## src/shared/epp_pkg.sv

```systemverilog
// constants for the prom byte programmer
// assumes a 125 MHz clock and a prom that follows the pin table
package epp_pkg;
  // ------------------------------------------------------------
  // timing
  // ------------------------------------------------------------
  localparam int CLK_MHZ       = 125;
  localparam int PULSE_US      = 200;
  localparam int PULSE_CYC     = PULSE_US * CLK_MHZ;
  localparam int OPW_MIN_US    = 190;
  localparam int OPW_MAX_US    = 5250;
  localparam int SETUP_US      = 2;
  localparam int SETUP_CYC     = SETUP_US * CLK_MHZ;
  localparam int ACCESS_NS     = 150;
  localparam int ACCESS_CYC    = (ACCESS_NS * CLK_MHZ + 999) / 1000;
  localparam int MAX_OP_PULSES = OPW_MAX_US / PULSE_US;
  // ------------------------------------------------------------
  // address span, retry limit and states
  // ------------------------------------------------------------
  localparam int          ADDR_W     = 17;
  localparam logic [16:0] ADDR_FIRST = 17'h01000;
  localparam logic [16:0] ADDR_LAST  = 17'h1FFFF;
  localparam int          MAX_TRIES  = 25;
  typedef enum logic [3:0] {
    ST_IDLE   = 4'h0,
    ST_SETUP  = 4'h1,
    ST_PULSE  = 4'h2,
    ST_VSET   = 4'h3,
    ST_VERIFY = 4'h4,
    ST_OSET   = 4'h5,
    ST_OVER   = 4'h6,
    ST_NEXT   = 4'h7,
    ST_RSET   = 4'h8,
    ST_READ   = 4'h9,
    ST_DONE   = 4'hA,
    ST_FAIL   = 4'hB
  } epp_state_type;
endpackage

```

## src/verilog/epp_programmer.sv

```systemverilog
`timescale 1ns/1ps
// prom programmer: drives address, data and strobes of the prom
// assumes supply switches are external, steered by the supply outputs
module epp_programmer #(
  parameter int          PULSE_CYCLES = epp_pkg::PULSE_CYC,
  parameter int          SETUP_CYCLES = epp_pkg::SETUP_CYC,
  parameter int          MAX_TRIES    = epp_pkg::MAX_TRIES,
  parameter logic [16:0] ADDR_FIRST   = epp_pkg::ADDR_FIRST,
  parameter logic [16:0] ADDR_LAST    = epp_pkg::ADDR_LAST
) (
  // clock, reset, enable
  input  wire logic        clk_i,
  input  wire logic        nrst_i,
  input  wire logic        ce_i,
  // command
  input  wire logic        start_i,
  output logic             busy_o,
  output logic             done_o,
  output logic             fail_o,
  output logic             mismatch_o,
  // image source: byte for the address on src_addr_o
  output logic [16:0]      src_addr_o,
  input  wire logic [7:0]  src_data_i,
  // supply control
  output logic             vpp_high_o,
  output logic             vcc_prog_o,
  // prom pins
  output logic [16:0]      prom_address_bus_o,
  input  wire logic [7:0]  prom_data_bus_i,
  output logic [7:0]       prom_data_bus_o,
  output logic             prom_data_bus_oe_o,
  output logic             chip_select_n_o,
  output logic             output_enable_n_o,
  output logic             program_strobe_n_o
);
  localparam int TW = 24;
  localparam int NW = 8;

  if (MAX_TRIES < 1 || MAX_TRIES > epp_pkg::MAX_OP_PULSES ||
      MAX_TRIES * PULSE_CYCLES >= (1 << TW) || PULSE_CYCLES < 1 ||
      MAX_TRIES >= (1 << NW) || ADDR_FIRST > ADDR_LAST) begin : g_param_chk
    $error("epp_programmer: parameters out of range");
  end

  // ------------------------------------------------------------
  // reset release
  // ------------------------------------------------------------
  logic [1:0] rst_sync_reg;
  logic       rst_n;
  always_ff @(posedge clk_i or negedge nrst_i) begin
    if (!nrst_i) begin
      rst_sync_reg <= 2'h0;
    end else begin
      rst_sync_reg <= {rst_sync_reg[0], 1'b1};
    end
  end
  assign rst_n = rst_sync_reg[1];

  // ------------------------------------------------------------
  // state
  // ------------------------------------------------------------
  typedef struct packed {
    epp_pkg::epp_state_type st;
    logic [16:0]            addr;
    logic [7:0]             data;
    logic [NW-1:0]          pulses;
    logic                   vpp;
    logic                   vcc6;
    logic                   ce_n;
    logic                   oe_n;
    logic                   pgm_n;
    logic                   drive;
    logic                   done;
    logic                   fail;
    logic                   mism;
  } epp_ctl_type;
  epp_ctl_type s_reg;
  epp_ctl_type s_next;

  logic          t_start;
  logic [TW-1:0] t_count;
  logic          t_done;

  epp_timer #(.W(TW)) u_timer (
    .clk_i   (clk_i),
    .rst_n_i (rst_n),
    .ce_i    (ce_i),
    .start_i (t_start),
    .count_i (t_count),
    .done_o  (t_done)
  );

  always_comb begin
    s_next  = s_reg;
    t_start = 1'b0;
    t_count = TW'(SETUP_CYCLES);
    unique case (s_reg.st)
      epp_pkg::ST_IDLE: begin
        if (start_i) begin
          s_next.addr   = ADDR_FIRST;
          s_next.vpp    = 1'b1;
          s_next.vcc6   = 1'b1;
          s_next.done   = 1'b0;
          s_next.fail   = 1'b0;
          s_next.mism   = 1'b0;
          s_next.pulses = '0;
          s_next.st     = epp_pkg::ST_SETUP;
          t_start       = 1'b1;
        end
      end
      epp_pkg::ST_SETUP: begin
        // program mode: select low, output enable high, byte driven
        s_next.ce_n  = 1'b0;
        s_next.oe_n  = 1'b1;
        s_next.drive = 1'b1;
        s_next.data  = src_data_i;
        if (t_done) begin
          s_next.pgm_n = 1'b0;
          s_next.st    = epp_pkg::ST_PULSE;
          t_count      = TW'(PULSE_CYCLES);
          t_start      = 1'b1;
        end
      end
      epp_pkg::ST_PULSE: begin
        if (t_done) begin
          s_next.pgm_n  = 1'b1;
          s_next.pulses = s_reg.pulses + NW'(1);
          s_next.st     = epp_pkg::ST_VSET;
          t_start       = 1'b1;
        end
      end
      epp_pkg::ST_VSET: begin
        if (t_done) begin
          s_next.drive = 1'b0;
          s_next.oe_n  = 1'b0;
          s_next.st    = epp_pkg::ST_VERIFY;
          t_count      = TW'(SETUP_CYCLES);
          t_start      = 1'b1;
        end
      end
      epp_pkg::ST_VERIFY: begin
        if (t_done) begin
          s_next.oe_n = 1'b1;
          t_start     = 1'b1;
          if (prom_data_bus_i == s_reg.data) begin
            s_next.st = epp_pkg::ST_OSET;
          end else if (s_reg.pulses >= NW'(MAX_TRIES)) begin
            s_next.st   = epp_pkg::ST_FAIL;
            s_next.fail = 1'b1;
          end else begin
            s_next.st = epp_pkg::ST_SETUP;
          end
        end
      end
      epp_pkg::ST_OSET: begin
        s_next.drive = 1'b1;
        if (t_done) begin
          s_next.pgm_n = 1'b0;
          s_next.st    = epp_pkg::ST_OVER;
          // X pulses times 0.2 ms, X bounded to keep 5.25 ms
          t_count      = TW'(s_reg.pulses) * TW'(PULSE_CYCLES);
          t_start      = 1'b1;
        end
      end
      epp_pkg::ST_OVER: begin
        if (t_done) begin
          s_next.pgm_n  = 1'b1;
          s_next.pulses = '0;
          s_next.st     = epp_pkg::ST_NEXT;
        end
      end
      epp_pkg::ST_NEXT: begin
        t_start = 1'b1;
        if (s_reg.addr == ADDR_LAST) begin
          s_next.vpp  = 1'b0;
          s_next.vcc6 = 1'b0;
          s_next.drive = 1'b0;
          s_next.addr = ADDR_FIRST;
          s_next.ce_n = 1'b1;
          s_next.st   = epp_pkg::ST_RSET;
        end else begin
          s_next.addr = s_reg.addr + 17'h00001;
          s_next.st   = epp_pkg::ST_SETUP;
        end
      end
      epp_pkg::ST_RSET: begin
        s_next.data = src_data_i;
        if (t_done) begin
          s_next.ce_n = 1'b0;
          s_next.oe_n = 1'b0;
          s_next.st   = epp_pkg::ST_READ;
          t_start     = 1'b1;
        end
      end
      epp_pkg::ST_READ: begin
        if (t_done) begin
          if (prom_data_bus_i != s_reg.data) begin
            s_next.mism = 1'b1;
          end
          if (s_reg.addr == ADDR_LAST) begin
            s_next.ce_n = 1'b1;
            s_next.oe_n = 1'b1;
            s_next.done = 1'b1;
            s_next.st   = epp_pkg::ST_DONE;
          end else begin
            s_next.addr = s_reg.addr + 17'h00001;
            s_next.st   = epp_pkg::ST_RSET;
            t_start     = 1'b1;
          end
        end
      end
      epp_pkg::ST_DONE, epp_pkg::ST_FAIL: begin
        s_next.ce_n  = 1'b1;
        s_next.oe_n  = 1'b1;
        s_next.pgm_n = 1'b1;
        s_next.drive = 1'b0;
        s_next.vpp   = 1'b0;
        s_next.vcc6  = 1'b0;
        if (start_i) begin
          s_next.st = epp_pkg::ST_IDLE;
        end
      end
      default: s_next.st = epp_pkg::ST_IDLE;
    endcase
  end

  always_ff @(posedge clk_i or negedge rst_n) begin
    if (!rst_n) begin
      s_reg       <= '0;
      s_reg.ce_n  <= 1'b1;
      s_reg.oe_n  <= 1'b1;
      s_reg.pgm_n <= 1'b1;
    end else if (ce_i) begin
      s_reg <= s_next;
    end
  end

  assign busy_o             = s_reg.st != epp_pkg::ST_IDLE &&
                              s_reg.st != epp_pkg::ST_DONE &&
                              s_reg.st != epp_pkg::ST_FAIL;
  assign done_o             = s_reg.done;
  assign fail_o             = s_reg.fail;
  assign mismatch_o         = s_reg.mism;
  assign src_addr_o         = s_reg.addr;
  assign vpp_high_o         = s_reg.vpp;
  assign vcc_prog_o         = s_reg.vcc6;
  assign prom_address_bus_o = s_reg.addr;
  assign prom_data_bus_o    = s_reg.data;
  assign prom_data_bus_oe_o = s_reg.drive;
  assign chip_select_n_o    = s_reg.ce_n;
  assign output_enable_n_o  = s_reg.oe_n;
  assign program_strobe_n_o = s_reg.pgm_n;
endmodule

```

## src/verilog/epp_timer.sv

```systemverilog
`timescale 1ns/1ps
// down counter for pulse and setup timing
// assumes a synchronous start pulse and the package timing constants
module epp_timer #(
  parameter int W = 24
) (
  // clock, reset and enable
  input  wire logic         clk_i,
  input  wire logic         rst_n_i,
  input  wire logic         ce_i,
  // control
  input  wire logic         start_i,
  input  wire logic [W-1:0] count_i,
  // status
  output logic              done_o
);
  typedef struct packed {
    logic [W-1:0] cnt;
    logic         busy;
  } epp_tmr_type;
  epp_tmr_type tmr_reg;
  epp_tmr_type tmr_next;

  if (W < 2) begin : g_w_chk
    $error("epp_timer: width too small");
  end

  always_comb begin
    tmr_next = tmr_reg;
    if (start_i) begin
      tmr_next.cnt  = count_i;
      tmr_next.busy = 1'b1;
    end else if (tmr_reg.busy) begin
      if (tmr_reg.cnt <= {{(W-1){1'b0}}, 1'b1}) begin
        tmr_next.busy = 1'b0;
      end else begin
        tmr_next.cnt = tmr_reg.cnt - {{(W-1){1'b0}}, 1'b1};
      end
    end
  end

  always_ff @(posedge clk_i or negedge rst_n_i) begin
    if (!rst_n_i) begin
      tmr_reg <= '0;
    end else if (ce_i) begin
      tmr_reg <= tmr_next;
    end
  end

  assign done_o = tmr_reg.busy && (tmr_reg.cnt <= {{(W-1){1'b0}}, 1'b1});
endmodule
```

## config.mk

```make
export PLATFORM = sky130hd
export DESIGN_NAME = epp_programmer
export DESIGN_NICKNAME = d
export VERILOG_FILES = /design/src/shared/epp_pkg.sv /design/src/verilog/epp_programmer.sv /design/src/verilog/epp_timer.sv
export SDC_FILE = /design/constraint.sdc
export NUM_CORES = 1
export LEC_CHECK = 0
export BUFFER_PORTS_ARGS = -buffer_cell sky130_fd_sc_hd__buf_2
export CAP_MARGIN = 30
export CORE_ASPECT_RATIO = 1.2
export CORE_UTILIZATION = 65
export DETAILED_ROUTE_END_ITERATION = 6
export PLACE_DENSITY = 0.93
export SYNTH_ARGS = -nofsm -noshare
export SYNTH_HDL_FRONTEND = slang
export SYNTH_HIERARCHICAL = 1
export SYNTH_SLANG_ARGS = --single-unit
```

## constraint.sdc

```tcl
create_clock -name clk_i -period 6.4 [get_ports clk_i]
set_input_delay 0.96 -clock clk_i [delete_from_list [all_inputs] [get_ports clk_i]]
set_output_delay 0.96 -clock clk_i [all_outputs]
set_load 0.03 [all_outputs]
```

==> out/metrics.yaml, run 1 <==
run_status:
  status: "completed"
floorplan:
  placementRows: 39
  coreArea_sq_mm: 0.009662
  io_pins: 72
  die_x_um: 93.77
  start_util_pct: 67.99
  dieArea_sq_mm: 0.01051
  die_h_um: 112.1
routing:
  drcViolationCount: 0
  dr.pass1.iters: 5
  wl_met1_mm: 6.803
  detail-route-antenna-nets: 0
  drt_iter0_markers: 639
  dr_wl_met3_mm: 1.097
  via_per_inst: 6.876
  highest_layer: "met4"
  post_drt_wl_per_cell_um: 19.12
  vias: 6113
  dr_wl_met2_mm: 8.346
  wirelength_mm: 17.00
clock_tree:
  cts_resized: 0
  htreeDepth: 3
  cts_buffer_depth: 2
  holdBufCountCts: 0
  cts_tree: "yes"
  cts_sinks: 72
  clock-root-buffer: "clkbuf_16"
  numCtsBuffers: 9
  clock_latency_ns: 0.34
  post_cts_buffers: 0
  cts.clk_slew.worst_paths_ns: 0.06
cells_and_area:
  diodes: 0
  drive_gt1_share_pct: 17.10
  stdcell_count: 889
  syn2layout_area_growth_pct: 6.057
  design_area_sq_mm: 0.006967
  largest_reg_flops: 25
  final_nets: 855
synthesis:
  ys_seq_area_share_pct: 27.49
  synth_commonest_cells: "dfrtp_1 (69), ha_1 (62), nand2_1 (53)"
  synth_most_common_cell: "dfrtp_1"
  synth-edff-count: 0
  syn_area_per_cell_sq_um: 8.782
  synthCells: 748
  yosys_warnings: 6
  yosysTopAreaCellShare_pct: 26.29
  yosys-top-cells-area: "dfrtp_1 (26%), ha_1 (12%), buf_4 (5.1%)"
  synth_cell_type_count: 85
  synth_top_area_cell: "dfrtp_1"
  synthArstFlopShare_pct: 100.0
  synthesis.area_sq_mm: 0.006569
  ys.flop_type: "dfrtp_1"
  ys_seq_elements: 72
placed_design:
  dpl_cell_area_sq_mm: 0.006641
  place_hpwl_mm: 12.17
  io_buffers: 71
  gp_congestion: 0.9243
  dp_cells: 873
timing:
  hold_viol: 0
  finalSetupViolations: 0
  setup_tns_ns: 0
  max_freq_mhz: 237.3
  worst_clock_skew_ns: 0.008275
  rsz0062_at_grt: "no"
  drv_slew: 0
  min_period_over_period_pct: 65.85
  worst_pin_slew_ns: 0.8817
  fin_crit_ns: 4.215
  relSlewSlack_pct: 41.22
power:
  peakVddDrop_mv: 0.2938
  p_leak_nw: 3.320
  power_density_mw_per_mm2: 359.4
  p_total_mw: 2.504
setup_path:
  timing.critical_path.mode_cell: "ha_1"
  crit_path_end_kind: "register"
  path_buf_inv: 1
  arrival_ns: 4.47
  rr_endpoint: "u_timer/tmr_reg[23]$_DFFE_PN0P_"
  crit_fanout: 8
  slowest_stage: "dfrtp_1"
  reg2reg_depth: 14
  crit_type: "register to register"
  cp_top_family: "adder cells"
  path_cells: "inv_1 -> ha_1 -> ha_1 -> fa_1 -> fa_1 -> ha_1 -> a21oi_1 -> o21ai_0 -> a221o_1 -> o21ai_0 -> nor3b_1 -> nand2_1 -> o31a_1 -> o22ai_1"
  critPathRequiredTime_ns: 6.66
  cp_slowest_stage_delay_ns: 0.51
  r2r_setup_slack_ns: 2.19
  reg2reg_from: "s_reg[15]$_DFFE_PN0P_"
  startpoint_type: "register"
worst_hold_path:
  min_path_type: "register to async pin"
flow_run:
  maxCapViolCount: 0
global_routing:
  grt_pass1_vias: 6113
  antenna_found_initial: 0
  overflow: 0
  grt_usage_pct: 34.03
  grt_pass1_wl_mm: 28.62
  grt_start_max_net_pins: 52
-- per-layer routing --
metal  GRT usage [%]  vias to the layer above
li1                -                     2762
met1           41.91                     2907
met2           56.01                      365
met3           6.165                       79
met4           18.67                        0
met5               0                        -
-- final cells by class --
| cell class | count | area [sq um] |
|---|---|---|
| clock buffer | 13 | 260.3 |
| clock inverter | 3 | 65.06 |
| fill | 666 | 2695 |
| inverter | 30 | 112.6 |
| multi-input combinational | 573 | 4179 |
| sequential | 72 | 1807 |
| tap | 123 | 153.9 |
| timing repair buffer | 75 | 389.1 |
-- per-stage QoR --
step	setup slack [ns]	util [%]	hold slack (ns)
finish	2.185	72.11	0.2121
global route	1.815	72.11	0.2494
CTS	2.168	72.11	0.2141
global placement	2.318	68.62	0.2075
floorplan	2.565	-	0.3312
detailed placement	2.189	68.74	0.2135
-- power by group --
part / switching [mW] / internal [mW] / leakage, nW
Combinational: 0.763 / 0.388 / 2.23
Sequential: 0.219 / 0.584 / 0.930
Clock: 0.188 / 0.362 / 0.160
-- cells in the final DEF (no fill, tap or decap), types with 10 or more instances in the layout --
| cell type | Yosys | layout |
|---|---|---|
| nor2_1 | 43 | 43 |
| o211ai_1 | 11 | 11 |
| fa_1 | 12 | 12 |
| nor2b_1 | 11 | 11 |
| nand2_1 | 53 | 53 |
| or3_1 | 11 | 11 |
| a31oi_1 | 11 | 11 |
| ha_1 | 62 | 62 |
| a21o_1 | 10 | 10 |
| nand4_1 | 11 | 11 |
| o21ai_1 | 16 | 16 |
| nand2b_1 | 12 | 12 |
| xor2_1 | 13 | 13 |
| inv_1 | 30 | 30 |
| nor4_1 | 10 | 10 |
| nor3_1 | 14 | 14 |
| a21oi_1 | 44 | 44 |
| buf_2 | 7 | 71 |
| o21ai_0 | 49 | 48 |
| dfrtp_1 | 69 | 68 |
| nand3_1 | 22 | 22 |
| o31ai_1 | 12 | 12 |
-- worst max path at each step --
stage                                      startpoint                         endpoint  slack [ns]  depth (start not counted)
floorplan                       s_reg[15]$_DFFE_PN0P_  u_timer/tmr_reg[23]$_DFFE_PN0P_        2.57                         14
global placement                s_reg[15]$_DFFE_PN0P_  u_timer/tmr_reg[23]$_DFFE_PN0P_        2.32                         14
CTS                             s_reg[15]$_DFFE_PN0P_  u_timer/tmr_reg[23]$_DFFE_PN0P_        2.17                         14
finish                          s_reg[15]$_DFFE_PN0P_  u_timer/tmr_reg[23]$_DFFE_PN0P_        2.19                         14
global route        prom_address_bus_o[0]$_DFFE_PN0P_   u_timer/tmr_reg[6]$_DFFE_PN0P_        1.81                         15
detailed placement              s_reg[15]$_DFFE_PN0P_  u_timer/tmr_reg[23]$_DFFE_PN0P_        2.19                         14
-- cell families after synthesis --
group,after synthesis,synth area share (%)
and+or+nand+nor,240,20.13
AOI/OAI and AO/OA,228,23.75
buffers and inverters,105,9.066
adders and majority gates,74,15.47
DFF,72,27.49
xor gates and xnor gates,15,2.000
muxes,12,1.981
other,2,0.1143
Power figures use the tool's default switching activity.
==> inputs of run 2 (changes only) <==
ABC_AREA = 1   (was unset)
CORE_UTILIZATION = 55   (was 65)
PLACE_DENSITY = 0.84   (was 0.93)
clock period = 3.4 ns   (was 6.4 ns; I/O delays follow)
==> run 2 against run 1 <==
Against the previous run: the run now ends with setup timing left; synthesized area increased by 4.9%; synthesized cell count increased by 33%; core utilization decreased by 5.5 points; global-route usage decreased by 6.2 points; non-clock buffer count increased by 44; sequential share of layout area decreased by 3.6 points; via count increased by 16%; first-iteration DRC count increased by 1.7%; sequential cell count unchanged; final cell count increased by 38%; die area increased by 23%; clock-buffer cell count decreased by 4; critical path type unchanged; largest cell class unchanged.
==> out/metrics.yaml, run 2 <==
routing:
  drt_iter0_markers: 650  # +1.7%
  vias: 7081  # +16%
  drcViolationCount: 0  # unchanged
  wirelength_mm: 19.43  # +14%
  dr.pass1.iters: 5  # unchanged
  via_per_inst: 5.752  # -16%
  post_drt_wl_per_cell_um: 15.78  # -17%
  detail-route-antenna-nets: 0  # unchanged
timing:
  worst_pin_slew_ns: 0.7678  # -0.1139 ns
  worst_clock_skew_ns: 0.01073  # +0.002458 ns
  max_freq_mhz: 287.1  # +21%
  fin_hold_ws_ns: 0.2372  # +0.02506 ns
  drv_slew: 0  # unchanged
  finalSetupViolations: 11  # +11
  relSlewSlack_pct: 48.62  # +7.4 points
  worst_slack_ns: -0.08295  # -2.268 ns
  fin_crit_ns: 3.483  # -0.7316 ns
  setup_tns_ns: -0.5964  # -0.5964 ns
  hold_viol: 0  # unchanged
  rsz0062_at_grt: "yes"
  min_period_over_period_pct: 102.4  # +37 points
cells_and_area:
  design_area_sq_mm: 0.008100  # +16%
  syn2layout_area_growth_pct: 17.60
  drive_gt1_share_pct: 22.64  # +5.5 points
  final_cell_mix: "nand2_1 (314), nor2_1 (93), inv_1 (86)"
  stdcell_count: 1231  # +38%
  largest_reg_flops: 25  # unchanged
  final_nets: 1158  # +35%
  layout_commonest_cell: "nand2_1"
synthesis:
  ys_seq_area_share_pct: 26.21  # -1.3 points
  synth_commonest_cells: "nand2_1 (323), nor2_1 (96), inv_1 (88)"
  yosys-top-cells-area: "dfrtp_1 (25%), nand2_1 (18%), ha_1 (11%)"
  synth_most_common_cell: "nand2_1"
  synthArstFlopShare_pct: 100.0  # unchanged
  synthCells: 996  # +33%
  yosys_warnings: 6  # unchanged
  ys.flop_type: "dfrtp_1"
  ys_seq_elements: 72  # unchanged
  synth_top_area_cell: "dfrtp_1"
  synth_cell_type_count: 41  # -52%
  synthesis.area_sq_mm: 0.006888  # +4.9%
  yosysTopAreaCellShare_pct: 25.07  # -1.2 points
  synth-edff-count: 0  # unchanged
  syn_area_per_cell_sq_um: 6.916  # -21%
floorplan:
  die_x_um: 104.2  # +11%
  io_pins: 72  # unchanged
  placementRows: 44  # +13%
  dieArea_sq_mm: 0.01298  # +23%
  coreArea_sq_mm: 0.01217  # +26%
  start_util_pct: 56.61  # -11 points
  die_h_um: 124.6  # +11%
global_routing:
  grt_busiest_layer: "met2"
  grt_start_max_net_pins: 30  # -42%
  grt_pass1_wl_mm: 29.60  # +3.4%
  grt_use_met2_pct: 49.57  # -6.4 points
  met1_usage_pct: 32.47  # -9.4 points
  grt_usage_pct: 27.86  # -6.2 points
  antenna_found_initial: 1  # +1
  overflow: 0  # unchanged
  grt_pass1_vias: 6477  # +6.0%
  met3_usage_pct: 4.500  # -1.7 points
power:
  power_density_mw_per_mm2: 763.9  # +110%
  peakVddDrop_mv: 0.4040  # +38%
  p_total_mw: 6.188  # +150%
  p_leak_nw: 4.396  # +32%
setup_path:
  path_buf_inv: 5  # +4
  path_cells: "buf_4 -> buf_4 -> ha_4 -> inv_2 -> fa_1 -> inv_2 -> fa_2 -> ha_4 -> nand2_4 -> o21ai_4 -> buf_4 -> nand4_1 -> nand3_2 -> nand2_1 -> nand2_1 -> nor2_2 -> nand2_1 -> nand2_1 -> nand2_1 -> nand2_1"
  arrival_ns: 3.72  # -0.75 ns
  cp_top_family: "adder cells"
  cp_slowest_stage_delay_ns: 0.50  # about the same
  crit_path_end_kind: "register"
  slowest_stage: "fa_2"
  crit_fanout: 4  # -4
  timing.critical_path.mode_cell: "nand2_1"
  startpoint_type: "register"
  critPathRequiredTime_ns: 3.64  # -3.02 ns
  crit_type: "register to register"
placed_design:
  dpl_cell_area_sq_mm: 0.007302  # +9.9%
  io_buffers: 71  # unchanged
  place_hpwl_mm: 12.73  # +4.6%
  gp_congestion: 0.9371  # +1.4%
  dp_cells: 1207  # +38%
clock_tree:
  htreeDepth: 3  # unchanged
  cts_buffer_depth: 2  # unchanged
  clock-root-buffer: "clkbuf_16"
  cts.clk_slew.worst_paths_ns: 0.07  # about the same
  clock_latency_ns: 0.35  # about the same
  cts_sinks: 72  # unchanged
  numCtsBuffers: 9  # unchanged
  cts_tree: "yes"
run_status:
  violations: "setup timing"
  status: "finished with violations"
worst_hold_path:
  min_path_type: "register to async pin"
flow_run:
  maxCapViolCount: 0  # unchanged
## run 2: changes by cell type in the layout (fill, tap and decap cells not counted), moves of 12 or more
cell and delta:
nor2_1 +50, nand2_1 +261, nand3_1 +50, a21oi_1 -19
nand2b_1 -12, ha_1 -15, o31ai_1 -12, nand2_2 +12
o21ai_0 -12, buf_4 +43, nand4_1 +12, inv_1 +56
ha_4 +14
## run 2: worst paths after layout
path                       cells past startpoint                       from                                 to  slack (ns)
setup / recovery                              20      s_reg[15]$_DFFE_PN0P_    u_timer/tmr_reg[20]$_DFFE_PN0P_       -0.08
max in group asynchronous                      1  rst_sync_reg[1]$_DFF_PN0_     program_strobe_n_o$_DFFE_PN1P_        2.33
hold reg to reg                                0  rst_sync_reg[1]$_DFF_PN0_  prom_address_bus_o[1]$_DFFE_PN0P_        0.24
setup reg to reg                              20      s_reg[15]$_DFFE_PN0P_    u_timer/tmr_reg[20]$_DFFE_PN0P_       -0.08
hold / removal                                 0  rst_sync_reg[1]$_DFF_PN0_  prom_address_bus_o[1]$_DFFE_PN0P_        0.24
min in group clk_i                             0  rst_sync_reg[0]$_DFF_PN0_          rst_sync_reg[1]$_DFF_PN0_        0.34
## run 2: per-stage QoR
stage | worst slack, ns | utilization, %
after floorplan | 0.04113 | -
after global placement | -0.01740 | 60.02
after detailed placement | -0.1527 | 60.02
after CTS | 0.001625 | 63.89
after global routing | -0.2214 | 66.58
final | -0.08295 | 66.58
## run 2: report_power, final
part | total [mW] | switching (mW) | leakage [nW] | internal (mW)
clock network | 1.15 | 0.425 | 0.172 | 0.728
logic | 3.59 | 2.40 | 3.29 | 1.19
registers | 1.45 | 0.327 | 0.938 | 1.12
## run 2: layout make-up
| class | instances | area [sq um] |
|---|---|---|
| Fill cell | 917 | 4066 |
| Sequential cell | 72 | 1808 |
| Clock buffer | 9 | 225.2 |
| Antenna cell | 1 | 2.502 |
| Tap cell | 161 | 201.4 |
| Multi-Input combinational cell | 767 | 4654 |
| Inverter | 95 | 359.1 |
| Clock inverter | 7 | 127.6 |
| Timing Repair Buffer | 119 | 721.9 |
## run 2: repair_timing
action / CTS / global route
endpoints found under the setup margin: 12 / 13
pin swaps: 8 / 40
gates resized for setup: 15 / 60
hold buffers: 1 / 0
endpoints found under the hold margin: 2 / 0
setup buffers: 0 / 6
## run 2: cells by family after synthesis
group	share of synthesized area, %
simple gates	35.22
buf+inv	12.03
compound gates	8.211
fa+ha+maj	14.75
flops	26.21
xor+xnor	2.162
mux	1.308
other cells	0.1090
## run 2: layer usage
metal,routed length [um],part of all wire (%)
met4,1210,6.2
met2,9559,49
met3,1235,6.4
met1,7421,38
met5,0,0
==> inputs of run 3 (changes only) <==
CORE_UTILIZATION = 45   (was 55)
PLACE_DENSITY = 0.72   (was 0.84)
SYNTH_HIERARCHICAL = unset   (was 1)
TNS_END_PERCENT = 10   (was unset)
==> run 3 against run 2 <==
Against the previous run: the run now ends clean; register-to-register slack improved by 0.19 ns; core utilization decreased by 14 points; via count is 3.1% lower; first-iteration DRC count shrank 29%; final cell count is 9.0% higher; setup slack better by 0.19 ns; combinational power fell by 2%; maximum frequency grew 5.8%; power decreased by 3.8%; worst hold slack worse by 0.049 ns; die area rose by 27%; design area is 2.1% higher; critical endpoint is now u_timer.tmr_reg[17]$_DFFE_PN0P_; largest cell class unchanged.
==> out/metrics.yaml, run 3 <==
cells_and_area:
  stdcell_count: 1342  # +9.0%
  design_area_sq_mm: 0.008267  # +2.1%
  diodes: 0  # -1
  utilization_pct: 52.86  # -14 points
  drive_gt1_share_pct: 19.14  # -3.5 points
  syn2layout_area_growth_pct: 14.63
  final_cell_mix: "nand2_1 (330), nor2_1 (112), inv_1 (108)"
  layout_commonest_cell: "nand2_1"
  largest_reg_flops: 25  # unchanged
  final_nets: 1224  # +5.7%
synthesis:
  syn_area_per_cell_sq_um: 6.709  # -3.0%
  ys_seq_area_share_pct: 25.03  # -1.2 points
  synth_top_family_by_area: "simple AND/OR/NAND/NOR gates"
  synth_compound_area_share_pct: 6.558  # -1.7 points
  synth-edff-count: 0  # unchanged
  synthesis.area_sq_mm: 0.007212  # +4.7%
  synthMuxAreaShare_pct: 1.249  # -0.059 points
  synthArstFlopShare_pct: 100.0  # unchanged
  synth_cell_type_count: 43  # +4.9%
  ys_seq_elements: 72  # unchanged
  ys.flop_type: "dfrtp_1"
  synth_xor_area_share_pct: 3.279  # +1.1 points
  synthCells: 1075  # +7.9%
  synth_top_area_cell: "dfrtp_1"
  yosys-top-cells-area: "dfrtp_1 (24%), nand2_1 (18%), ha_1 (11%)"
  synth_commonest_cells: "nand2_1 (342), nor2_1 (114), inv_1 (112)"
  syn-num-nets: 1170
  synth_most_common_cell: "nand2_1"
  synth_fa_ha_area_share_pct: 14.26  # -0.49 points
  yosys_warnings: 0  # -6
  yosysTopAreaCellShare_pct: 23.94  # -1.1 points
  synthSimpleGateAreaFrac_pct: 37.23  # +2.0 points
setup_path:
  crit_fanout: 4  # unchanged
  cp_top_family: "adder cells"
  path_buf_inv: 3  # -2
  crit_type: "register to register"
  startpoint_type: "register"
  critical_path_depth: 17  # -15%
  reg2reg_depth: 17  # -15%
  rr_endpoint: "u_timer.tmr_reg[17]$_DFFE_PN0P_"
  cp_slowest_stage_delay_ns: 0.60  # +0.10 ns
  timing.critical_path.mode_cell: "nand2_1"
  reg2reg_from: "s_reg[16]$_DFFE_PN0P_"
  r2r_setup_slack_ns: 0.11  # +0.19 ns
  critPathRequiredTime_ns: 3.63  # about the same
  path_cells: "buf_4 -> ha_2 -> ha_4 -> fa_1 -> fa_2 -> ha_4 -> nand2_1 -> nand2_2 -> inv_1 -> nand2_2 -> inv_1 -> nand3_1 -> or2_2 -> nand3_2 -> nand2_1 -> nand2_1 -> nand2_1"
  crit_path_end_kind: "register"
  slowest_stage: "fa_2"
  arrival_ns: 3.52  # -0.20 ns
timing:
  max_freq_mhz: 303.6  # +5.8%
  worst_pin_slew_ns: 0.7453  # -0.02253 ns
  fin_crit_ns: 3.294  # -0.1894 ns
  drv_slew: 0  # unchanged
  rsz0062_at_grt: "yes"
  hold_viol: 0  # unchanged
  min_period_over_period_pct: 96.87  # -5.6 points
  finalSetupViolations: 0  # -11
  worst_slack_ns: 0.1065  # +0.1894 ns
  relSlewSlack_pct: 49.98  # +1.4 points
  worst_clock_skew_ns: 0.01596  # +0.005229 ns
clock_tree:
  cts.clk_slew.worst_paths_ns: 0.06  # about the same
  htreeDepth: 3  # unchanged
  cts_sinks: 72  # unchanged
  numCtsBuffers: 9  # unchanged
  post_cts_buffers: 0  # unchanged
  cts_tree: "yes"
  clock_latency_ns: 0.35  # about the same
  cts_buffer_depth: 2  # unchanged
  clock-root-buffer: "clkbuf_16"
routing:
  wirelength_mm: 18.11  # -6.8%
  post_drt_wl_per_cell_um: 13.49  # -14%
  detail-route-antenna-nets: 0  # unchanged
  vias: 6859  # -3.1%
  dr.pass1.iters: 5  # unchanged
  drt_iter0_markers: 461  # -29%
  via_per_inst: 5.111  # -11%
  drcViolationCount: 0  # unchanged
global_routing:
  grt_usage_pct: 22.14  # -5.7 points
  grt_pass1_wl_mm: 29.95  # +1.2%
  grt_pass1_vias: 6331  # -2.3%
  overflow: 0  # unchanged
  grt_start_max_net_pins: 71  # +140%
  antenna_found_initial: 0  # -1
floorplan:
  dieArea_sq_mm: 0.01654  # +27%
  die_h_um: 140.7  # +13%
  placementRows: 50  # +14%
  start_util_pct: 46.11  # -11 points
  die_x_um: 117.6  # +13%
  io_pins: 72  # unchanged
  coreArea_sq_mm: 0.01564  # +29%
placed_design:
  io_buffers: 71  # unchanged
  gp_congestion: 0.9417  # +0.49%
  place_hpwl_mm: 13.84  # +8.6%
  dp_cells: 1324  # +9.7%
  place_ws_ns: -0.01510  # +0.1376 ns
  dpl_cell_area_sq_mm: 0.007645  # +4.7%
power:
  power_density_mw_per_mm2: 720.3  # -5.7%
  p_leak_nw: 4.471  # +1.7%
  peakVddDrop_mv: 0.2983  # -26%
  p_total_mw: 5.954  # -3.8%
run_status:
  status: "completed"
worst_hold_path:
  min_path_type: "register to async pin"
flow_run:
  maxCapViolCount: 0  # unchanged
## run 3: cells by family after synthesis
logic type | count (synthesis)
buf+inv | 180
compound gates | 85
xor+xnor | 27
mux | 8
fa+ha+maj | 75
other cells | 1
simple gates | 627
flops | 72
## run 3: layout make-up
class | count | area, sq um
fill | 1520 | 7373
multi-input combinational | 823 | 4797
sequential | 72 | 1809
timing repair buffer | 107 | 648.1
inverter | 116 | 437.9
tap | 208 | 260.3
clock buffer | 11 | 232.7
clock inverter | 5 | 81.33
## run 3: per-layer routing
layer | vias to the layer above | global-route usage [%] | part of all wire (%)
met5 | - | 0 | 0
met4 | 0 | 9.109 | 2.5
met3 | 35 | 2.710 | 3.7
met2 | 173 | 38.15 | 49
met1 | 3143 | 28.07 | 44
li1 | 3508 | - | -
## run 3: worst max path at each step
stage / from / to / slack [ns]
after floorplan: s_reg[15]$_DFFE_PN0P_ / u_timer.tmr_reg[17]$_DFFE_PN0P_ / 0.03
after global placement: s_reg[13]$_DFFE_PN0P_ / u_timer.tmr_reg[22]$_DFFE_PN0P_ / 0.03
after detailed placement: s_reg[13]$_DFFE_PN0P_ / u_timer.tmr_reg[22]$_DFFE_PN0P_ / -0.02
after CTS: s_reg[16]$_DFFE_PN0P_ / u_timer.tmr_reg[17]$_DFFE_PN0P_ / 0.01
after global routing: s_reg[13]$_DFFE_PN0P_ / u_timer.tmr_reg[15]$_DFFE_PN0P_ / -0.04
final: s_reg[16]$_DFFE_PN0P_ / u_timer.tmr_reg[17]$_DFFE_PN0P_ / 0.11
## run 3: repair_timing
action / 4_1_cts / 5_1_grt
hold endpoints to repair: 2 / 0
setup endpoints to repair: 3 / 11
resized for setup: 2 / 48
pin swaps: 1 / 18
hold buffers: 1 / 0
## run 3: report_power, final
part | switching [mW] | internal [mW] | total (mW)
Clock | 0.369 | 0.642 | 1.01
Sequential | 0.317 | 1.11 | 1.42
Combinational | 2.31 | 1.21 | 3.52
## run 3: per-stage QoR
stage                     hold slack (ns)  setup TNS, ns
after floorplan                    0.2144              0
after global routing               0.2302        -0.1050
after global placement             0.2950              0
after CTS                          0.3553              0
final                              0.1879              0
after detailed placement           0.2961       -0.01510
